**src/verilog/bca_map.svh**
```systemverilog
// Constants of the bridge central arbiter: agent counts and timing.
// Assumes inclusion by bare name from the package and the design modules.
`ifndef BCA_MAP_SVH
`define BCA_MAP_SVH

// ----------------------------------------------------------------------
// Sizes
// ----------------------------------------------------------------------
`define BCA_NUM_AGENTS      4
`define BCA_MAX_AGENTS      8

// ----------------------------------------------------------------------
// Timing counts, in clock cycles
// ----------------------------------------------------------------------
// Grant without FRAME is withdrawn after this many cycles
`define BCA_GNT_IDLE_CYCLES 16

`endif

```
**src/verilog/bca_pkg.sv**
```systemverilog
// Types shared by the bridge central arbiter modules.
// Assumes bca_map.svh is on the include path.
`include "bca_map.svh"

package bca_pkg;

	// ------------------------------------------------------------------
	// Ownership state machine, one-hot
	// ------------------------------------------------------------------
	typedef enum logic [5:0] {
		ST_HOST      = 6'h01,
		ST_PCI_HOLD  = 6'h02,
		ST_PCI_OWN   = 6'h04,
		ST_PCI_STOP  = 6'h08,
		ST_CORE_WAIT = 6'h10,
		ST_CORE_OWN  = 6'h20
	} bca_state_e;

	typedef logic [2:0] bca_rank_t;

endpackage

```
**src/verilog/bca_age_tracker.sv**
```systemverilog
// Priority ranks of the PCI agents for the rotating scheme.
// Assumes a one-hot take vector pulsed for one cycle per grant.
`timescale 1ns/1ns
`default_nettype none
`include "bca_map.svh"

module bca_age_tracker #(
	parameter int N_AGENTS = `BCA_NUM_AGENTS
) (
	input  wire logic                  i_clk,
	input  wire logic                  i_reset,
	input  wire logic                  i_take,
	input  wire logic [N_AGENTS-1:0]   i_take_onehot,
	output logic      [N_AGENTS*3-1:0] o_rank
);

	if (N_AGENTS < 2 || N_AGENTS > `BCA_MAX_AGENTS) begin : g_bad_agents
		$error("N_AGENTS must lie between 2 and 8");
	end

	// ------------------------------------------------------------------
	// Ranks: highest rank waited longest; agent 0 starts highest
	// ------------------------------------------------------------------
	bca_pkg::bca_rank_t rank_q [N_AGENTS];
	bca_pkg::bca_rank_t rank_d [N_AGENTS];
	bca_pkg::bca_rank_t taken;

	always_comb begin
		taken = '0;
		for (int i = 0; i < N_AGENTS; i++) begin
			rank_d[i] = rank_q[i];
			if (i_take_onehot[i]) begin
				taken = rank_q[i];
			end
		end
		if (i_take) begin
			for (int i = 0; i < N_AGENTS; i++) begin
				if (i_take_onehot[i]) begin
					rank_d[i] = '0;
				end else if (rank_q[i] < taken) begin
					rank_d[i] = rank_q[i] + 3'h1;
				end
			end
		end
	end

	always_ff @(posedge i_clk) begin
		for (int i = 0; i < N_AGENTS; i++) begin
			if (i_reset) begin
				rank_q[i] <= 3'(N_AGENTS - 1 - i);
			end else begin
				rank_q[i] <= rank_d[i];
			end
		end
	end

	always_comb begin
		for (int i = 0; i < N_AGENTS; i++) begin
			o_rank[i*3 +: 3] = rank_q[i];
		end
	end

endmodule

`default_nettype wire

```
**src/verilog/bca_prio_pick.sv**
```systemverilog
// Picks one PCI requester by fixed or rotating priority.
// Assumes requests active high and ranks forming a permutation.
`timescale 1ns/1ns
`default_nettype none
`include "bca_map.svh"

module bca_prio_pick #(
	parameter int N_AGENTS = `BCA_NUM_AGENTS
) (
	input  wire logic [N_AGENTS-1:0]   i_req,
	input  wire logic [N_AGENTS*3-1:0] i_rank,
	input  wire logic                  i_rotate,
	output logic      [N_AGENTS-1:0]   o_win
);

	if (N_AGENTS < 2 || N_AGENTS > `BCA_MAX_AGENTS) begin : g_bad_agents
		$error("N_AGENTS must lie between 2 and 8");
	end

	// ------------------------------------------------------------------
	// Highest ranked requester wins; fixed rank favours the low index
	// ------------------------------------------------------------------
	bca_pkg::bca_rank_t best;
	bca_pkg::bca_rank_t cur;

	always_comb begin
		o_win = '0;
		best  = '0;
		cur   = '0;
		for (int i = 0; i < N_AGENTS; i++) begin
			cur = i_rotate ? i_rank[i*3 +: 3]
				: 3'(N_AGENTS - 1 - i);
			if (i_req[i] && (o_win == '0 || cur > best)) begin
				o_win = '0;
				o_win[i] = 1'b1;
				best = cur;
			end
		end
	end

endmodule

`default_nettype wire

```
**src/verilog/bca_central_arbiter.sv**
```systemverilog
// Central arbiter of the processor-bus to PCI bridge.
// Assumes all inputs synchronous to I_SYS_CLK and decoding done elsewhere.
`timescale 1ns/1ns
`default_nettype none
`include "bca_map.svh"

module bca_central_arbiter #(
	parameter int N_AGENTS   = `BCA_NUM_AGENTS,
	parameter int IDLE_LIMIT = `BCA_GNT_IDLE_CYCLES
) (
	input  wire logic                I_SYS_CLK,
	input  wire logic                I_RESET,
	input  wire logic [N_AGENTS-1:0] I_PCI_REQ_N,
	input  wire logic                I_PCI_FRAME_N,
	input  wire logic                I_PCI_IRDY_N,
	input  wire logic                I_CORE_LOGIC_HOLD_REQUEST,
	input  wire logic                I_PROCESSOR_HOLD_ACK,
	input  wire logic                I_ROTATE_PRIORITY,
	input  wire logic                I_PROCESSOR_CYCLE,
	input  wire logic                I_BRIDGE_MASTER_BUSY,
	input  wire logic                I_HOST_SIDE_TARGET,
	input  wire logic                I_DOWNSTREAM_FIFO_CMD,
	output logic      [N_AGENTS-1:0] O_PCI_GNT_N,
	output logic                     O_CORE_LOGIC_HOLD_ACK,
	output logic                     O_PROCESSOR_HOLD_REQUEST,
	output logic                     O_HOST_BUS_OWNER,
	output logic                     O_DOWNSTREAM_OWNER,
	output logic                     O_DOWNSTREAM_CLAIM,
	output logic                     O_UPSTREAM_RUN,
	output logic                     O_BRIDGE_DRAIN_EN,
	output logic                     O_PCI_PREEMPT
);

	// ------------------------------------------------------------------
	// Parameter checks
	// ------------------------------------------------------------------
	// Idle counter wide enough to hold the limit itself
	localparam int IW = $clog2(IDLE_LIMIT + 1);

	if (N_AGENTS < 2 || N_AGENTS > `BCA_MAX_AGENTS) begin : g_bad_agents
		$error("N_AGENTS must lie between 2 and 8");
	end
	// Idle counter needs at least one cycle to count
	if (IDLE_LIMIT < 1) begin : g_bad_idle
		$error("IDLE_LIMIT must be at least 1");
	end

	// ------------------------------------------------------------------
	// Declarations
	// ------------------------------------------------------------------
	bca_pkg::bca_state_e   state_q;
	bca_pkg::bca_state_e   state_d;
	logic [N_AGENTS-1:0]   gnt_q;
	logic [N_AGENTS-1:0]   gnt_d;
	logic                  phold_q;
	logic                  phold_d;
	logic                  cack_q;
	logic                  cack_d;
	logic                  preempt_q;
	logic                  preempt_d;
	logic                  started_q;
	logic                  started_d;
	logic [IW-1:0]         idle_q;
	logic [IW-1:0]         idle_d;
	logic                  down_q;
	logic                  down_d;
	logic                  claim_q;
	logic                  claim_d;
	logic                  run_q;
	logic                  run_d;
	logic                  drain_q;
	logic                  drain_d;
	logic [N_AGENTS-1:0]   gnt_n_q;
	logic [N_AGENTS-1:0]   gnt_n_d;
	logic                  host_q;
	logic                  host_d;
	logic                  take;
	logic [N_AGENTS-1:0]   req;
	logic [N_AGENTS-1:0]   win;
	logic [N_AGENTS*3-1:0] rank;
	logic                  any_req;
	logic                  core_req;
	logic                  bus_idle;
	logic                  pci_blocked;

	// ------------------------------------------------------------------
	// Input decoding
	// ------------------------------------------------------------------
	// One request line per agent, never shared
	assign req         = ~I_PCI_REQ_N;
	assign any_req     = |req;
	assign core_req    = I_CORE_LOGIC_HOLD_REQUEST;
	// Bus idle needs FRAME and IRDY both high
	assign bus_idle    = I_PCI_FRAME_N && I_PCI_IRDY_N;
	assign pci_blocked = I_PROCESSOR_CYCLE || I_BRIDGE_MASTER_BUSY;

	// ------------------------------------------------------------------
	// Priority selection
	// ------------------------------------------------------------------
	bca_prio_pick #(
		.N_AGENTS (N_AGENTS)
	) u_pick (
		.i_req    (req),
		.i_rank   (rank),
		.i_rotate (I_ROTATE_PRIORITY),
		.o_win    (win)
	);

	// Rank update uses the grant vector itself as the one-hot
	bca_age_tracker #(
		.N_AGENTS      (N_AGENTS)
	) u_age (
		.i_clk         (I_SYS_CLK),
		.i_reset       (I_RESET),
		.i_take        (take),
		.i_take_onehot (gnt_d),
		.o_rank        (rank)
	);

	// ------------------------------------------------------------------
	// Ownership state machine
	// ------------------------------------------------------------------
	always_comb begin
		state_d   = state_q;
		gnt_d     = gnt_q;
		phold_d   = phold_q;
		cack_d    = cack_q;
		preempt_d = 1'b0;
		started_d = started_q;
		idle_d    = idle_q;
		take      = 1'b0;
		unique case (state_q)
			bca_pkg::ST_HOST: begin
				gnt_d   = '0;
				cack_d  = 1'b0;
				phold_d = 1'b0;
				// Core logic wins over PCI requesters
				if (core_req) begin
					phold_d = 1'b1;
					state_d = bca_pkg::ST_CORE_WAIT;
				end else if (any_req && !pci_blocked) begin
					phold_d = 1'b1;
					state_d = bca_pkg::ST_PCI_HOLD;
				end
			end
			bca_pkg::ST_PCI_HOLD: begin
				if (core_req) begin
					state_d = bca_pkg::ST_CORE_WAIT;
				end else if (!any_req) begin
					phold_d = 1'b0;
					state_d = bca_pkg::ST_HOST;
				// Hold kept between grants: no new handshake
				end else if (I_PROCESSOR_HOLD_ACK && !pci_blocked) begin
					gnt_d     = win;
					take      = 1'b1;
					started_d = 1'b0;
					idle_d    = '0;
					state_d   = bca_pkg::ST_PCI_OWN;
				end
			end
			bca_pkg::ST_PCI_OWN: begin
				if (core_req) begin
					gnt_d = '0;
					if (started_q && !bus_idle) begin
						preempt_d = 1'b1;
						state_d   = bca_pkg::ST_PCI_STOP;
					end else begin
						state_d = bca_pkg::ST_CORE_WAIT;
					end
				end else if (!started_q) begin
					// Unused grant is withdrawn so others are not starved
					if (!I_PCI_FRAME_N) begin
						started_d = 1'b1;
					end else if (idle_q == IW'(IDLE_LIMIT - 1)) begin
						gnt_d   = '0;
						state_d = bca_pkg::ST_PCI_HOLD;
					end else begin
						idle_d = idle_q + IW'(1);
					end
				end else if (bus_idle) begin
					gnt_d   = '0;
					state_d = bca_pkg::ST_PCI_HOLD;
				end
			end
			bca_pkg::ST_PCI_STOP: begin
				// Agent told to stop; wait until the bus is idle
				if (bus_idle) begin
					state_d = bca_pkg::ST_CORE_WAIT;
				end else begin
					preempt_d = 1'b1;
				end
			end
			bca_pkg::ST_CORE_WAIT: begin
				phold_d = 1'b1;
				// Core logic may give up before the processor lets go
				if (!core_req) begin
					state_d = bca_pkg::ST_HOST;
				end else if (I_PROCESSOR_HOLD_ACK) begin
					cack_d  = 1'b1;
					state_d = bca_pkg::ST_CORE_OWN;
				end
			end
			bca_pkg::ST_CORE_OWN: begin
				if (!core_req) begin
					cack_d  = 1'b0;
					phold_d = 1'b0;
					state_d = bca_pkg::ST_HOST;
				end
			end
		endcase
	end

	always_ff @(posedge I_SYS_CLK) begin
		if (I_RESET) begin
			state_q   <= bca_pkg::ST_HOST;
			gnt_q     <= '0;
			phold_q   <= 1'b0;
			cack_q    <= 1'b0;
			preempt_q <= 1'b0;
			started_q <= 1'b0;
			idle_q    <= '0;
		end else begin
			state_q   <= state_d;
			gnt_q     <= gnt_d;
			phold_q   <= phold_d;
			cack_q    <= cack_d;
			preempt_q <= preempt_d;
			started_q <= started_d;
			idle_q    <= idle_d;
		end
	end

	// ------------------------------------------------------------------
	// Sequencer ownership and control
	// ------------------------------------------------------------------
	always_comb begin
		down_d = (state_d == bca_pkg::ST_PCI_OWN)
			|| (state_d == bca_pkg::ST_PCI_STOP);
		claim_d = (state_q == bca_pkg::ST_PCI_OWN)
			&& !I_PCI_FRAME_N && I_HOST_SIDE_TARGET;
		run_d = down_q && I_DOWNSTREAM_FIFO_CMD;
		drain_d = !down_d;
		// Grant and owner pins are registered copies of the next state
		gnt_n_d = ~gnt_d;
		host_d = !down_d;
	end

	always_ff @(posedge I_SYS_CLK) begin
		if (I_RESET) begin
			down_q  <= 1'b0;
			claim_q <= 1'b0;
			run_q   <= 1'b0;
			drain_q <= 1'b1;
			gnt_n_q <= '1;
			host_q  <= 1'b1;
		end else begin
			down_q  <= down_d;
			claim_q <= claim_d;
			run_q   <= run_d;
			drain_q <= drain_d;
			gnt_n_q <= gnt_n_d;
			host_q  <= host_d;
		end
	end

	// ------------------------------------------------------------------
	// Outputs, all from flip-flops
	// ------------------------------------------------------------------
	assign O_PCI_GNT_N              = gnt_n_q;
	assign O_PROCESSOR_HOLD_REQUEST = phold_q;
	assign O_CORE_LOGIC_HOLD_ACK    = cack_q;
	assign O_PCI_PREEMPT            = preempt_q;
	assign O_DOWNSTREAM_OWNER       = down_q;
	assign O_HOST_BUS_OWNER         = host_q;
	assign O_DOWNSTREAM_CLAIM       = claim_q;
	assign O_UPSTREAM_RUN           = run_q;
	assign O_BRIDGE_DRAIN_EN        = drain_q;

endmodule

`default_nettype wire

```
**config.mk**
```make
export PLATFORM = sky130hd
export DESIGN_NAME = bca_central_arbiter
export DESIGN_NICKNAME = d
export VERILOG_FILES = /design/src/verilog/bca_pkg.sv /design/src/verilog/bca_age_tracker.sv /design/src/verilog/bca_prio_pick.sv /design/src/verilog/bca_central_arbiter.sv
export VERILOG_INCLUDE_DIRS = /design/src /design/src/verilog
export SDC_FILE = /design/constraint.sdc
export NUM_CORES = 1
export LEC_CHECK = 0
export CAP_MARGIN = 40
export CORE_AREA = 2 2 118 109
export DETAILED_ROUTE_END_ITERATION = 10
export DIE_AREA = 0 0 120 111
export DONT_BUFFER_PORTS = 1
export GPL_TIMING_DRIVEN = 0
export PLACE_DENSITY = 0.51
export SLEW_MARGIN = 25
export SYNTH_ARGS = -nofsm -noshare
export SYNTH_HDL_FRONTEND = slang
export SYNTH_SLANG_ARGS = --single-unit
export TNS_END_PERCENT = 5
```
**constraint.sdc**
```tcl
create_clock -name I_SYS_CLK -period 18.5 [get_ports I_SYS_CLK]
set_clock_uncertainty 0.15 [all_clocks]
set_input_delay 1.85 -clock I_SYS_CLK [delete_from_list [all_inputs] [get_ports I_SYS_CLK]]
set_output_delay 1.85 -clock I_SYS_CLK [all_outputs]
set_load 0.02 [all_outputs]
```
==> impl_metrics.yaml <==
layout:
  nNetsFinal: 426
  final_layout_size_suffix_gt1_share_pct: 10.9
  final_cell_area_um2: 3470
  layout_commonest_cell: "dfxtp_1"
  n_antenna_cell: 0
  synthToLayoutAreaGrowth_pct: 12.1
  layout_common_cells: "dfxtp_1, nand2_1, nor2_1, a21oi_1, inv_1"
sta:
  rsz0062_at_grt: "no"
  fmax_ghz: 0.116
  hold_viol_final: 0
  holdWs_ps: 307
  finalSetupTns_ps: 0
  finalSetupViolCount: 0
  tightestPinTransition_ps: 778
  maxSlewHeadroom_pct: 48.1
  post-route-period-util_pct: 46.6
  maxSlewViolCount: 0
  period_needed_ps: 8620
place:
  place_hpwl_um: 6460
  gp_congestion: 0.810
  io_buffers: 0
  place_area_um2: 3300
synthesis:
  seq_area_frac_synth_pct: 25.2
  syn_avg_cell_area_um2: 8.03
  synth_top_family_by_area: "compound AO/OA/AOI/OAI gates"
  synthMuxAreaShare_pct: 2.35
  synth-simple-area-share_pct: 27.1
  synth-compound-area-share_pct: 30.3
  synth_xor_area_share_pct: 1.70
  synth_enable_flop_cells: 0
  ys_warn_count: 0
  postSynth.asyncResetShare_pct: 0
  syn_area_um2: 3090
  synth_seq_cells: 39
  yosysUniqueCellTypes: 79
  syn-num-nets: 419
  synthCells: 385
  synthAdderAreaFrac_pct: 7.69
  postSynth.topFlopCell: "dfxtp_1"
floorplanning:
  pin_count: 27
  die_w_um: 120
  die_h_um: 111
  coreArea_um2: 12200
  row_count: 39
  start_util_pct: 25.3
  die_area_um2: 13300
worst_setup_path:
  rrSetupSlack_ps: 11110
  cp.required_ps: 18570
  crit_slowest_cell: "a311oi_2"
  r2r-end: "u_age.rank_q[1][2]"
  cp-end-kind: "flop"
  worstSetupPathType: "input pin to flop"
  critical-path-max-stage-delay_ps: 680
  reg2reg_from: "u_age.rank_q[0][1]"
  r2r_cells: 26
  cp.arrival_ps: 8690
  worstSetupStartpointType: "input pin"
  worstPathMaxFanout: 10
power_and_ir_drop:
  p_comb_share_pct: 12.7
  clkPwrFrac_pct: 47.3
  pwr-share-seq_pct: 40.0
  power.share.switching_pct: 25.6
  p_int_uw: 159
  peakVddDrop_mv: 0.0285
  p_leak_uw: 0.00126
  switchingPower_uw: 54.9
  power_density_nw_per_um2: 61.8
cts:
  cts_tree: "yes"
  hold_buffers: 0
  cts_setup_buffers: 0
  cts.sinks: 39
  insertion_delay_ps: 290
  clk_path_buf_depth: 2
  clkTransAtPathRegs_ps: 60
  cts_buffers: 5
  htreeDepth: 2
  root_buffer: "clkbuf_16"
  ctsResizeCount: 0
routing:
  num_vias: 2883
  drc: 0
  drt-initial-drc-count: 223
  drt_wl_total_um: 8360
  routedWlPerCell_um: 15.0
  firstDrtPassIters: 4
  vias_per_cell: 5.18
  postRouteAntennaNets: 0
flow_run:
  maxCapViolCount: 0
global_route:
  grt_usage_pct: 13.0
  antenna_found_initial: 0
  grt.overflow.total: 0
  grt_max_degree: 14
  grt_pass1_wl_um: 13900
  grt_pass1_vias: 2837
worst_hold_path:
  hold_class: "flop to flop"
  hp-start: "idle_q[4]"
  min_path_cells: 2
  min_to: "idle_q[4]"
status:
  outcome: "finished clean"
==> worst max-delay path by stage <==
stage	from	endpoint	cells after the start
floorplan	I_ROTATE_PRIORITY	u_age.rank_q[1][2]	24
global placement	I_ROTATE_PRIORITY	u_age.rank_q[1][2]	24
detailed placement	I_ROTATE_PRIORITY	u_age.rank_q[1][2]	24
CTS	I_ROTATE_PRIORITY	u_age.rank_q[1][2]	26
global route	I_ROTATE_PRIORITY	u_age.rank_q[1][2]	26
finish	I_ROTATE_PRIORITY	u_age.rank_q[1][2]	26
==> sequential cells by signal (all words and copies together) (netlist names), 4 cells and up <==
name,count
O_PCI_GNT_N,4
idle_q,5
u_age.rank_q,12
gnt_q,4
state_q,6
==> cell type report <==
cell class | instances | area (µm²)
inverter | 21 | 78.8
clock buffer | 5 | 125
buffer | 17 | 93.8
sequential | 39 | 781
clock inverter | 3 | 43.8
tap | 164 | 205
multi-input combinational | 308 | 2140
fill | 1318 | 8780
==> worst max-delay path, delay by kind of cell <==
kind | cells | cell delay [ps]
adders and majority gates | 4 | 1230
muxes | 1 | 430
AOI/OAI and AO/OA | 12 | 3500
and+or+nand+nor | 7 | 1280
buffers and inverters | 2 | 390
==> synth_stat cells, types with 6 or more instances <==
cell,count,area (µm²)
dfxtp_1,39,781
inv_1,21,78.8
nor2_1,35,131
nand2_1,37,139
o21ai_0,20,100
nor2b_1,9,56.3
and2_1,10,62.6
nand2b_1,9,56.3
nand3_1,18,90.1
a21oi_1,26,130
clkbuf_1,10,37.5
or3_1,6,37.5
ha_1,19,238
nor3_1,6,30.0
==> logic make-up after synthesis <==
family,count (synthesis)
mux,7
flops,39
simple gates,159
xor+xnor,6
buf+inv,38
compound gates,117
fa+ha+maj,19
==> routing by layer <==
| layer | wire length (µm) | global-route usage [%] | vias up |
|---|---|---|---|
| li1 | - | - | 1437 |
| met1 | 3870 | 16.0 | 1387 |
| met2 | 4050 | 22.4 | 47 |
| met3 | 295 | 2.57 | 12 |
| met4 | 144 | 4.47 | 0 |
| met5 | 0 | 0 | - |
==> power by group through the flow <==
stage	Sequential (µW)	Clock (µW)	Combinational, µW
3_3_place_gp	87.5	0	26.6
6_report	85.7	101	27.3
5_1_grt	85.7	107	30.4
2_1_floorplan	87.4	0	21.6
4_1_cts	85.7	104	27.3
3_5_place_dp	87.6	0	27.1
==> per-stage QoR <==
step	power [µW]	setup slack (ps)	cells	util, %
2_1_floorplan	109	10530	385	-
3_3_place_gp	114	9720	549	26.9
3_5_place_dp	115	9610	549	26.9
4_1_cts	217	9870	557	28.3
5_1_grt	223	9250	557	28.3
6_report	214	9880	557	28.3
Note: power is estimated with default switching activity, not from simulation.
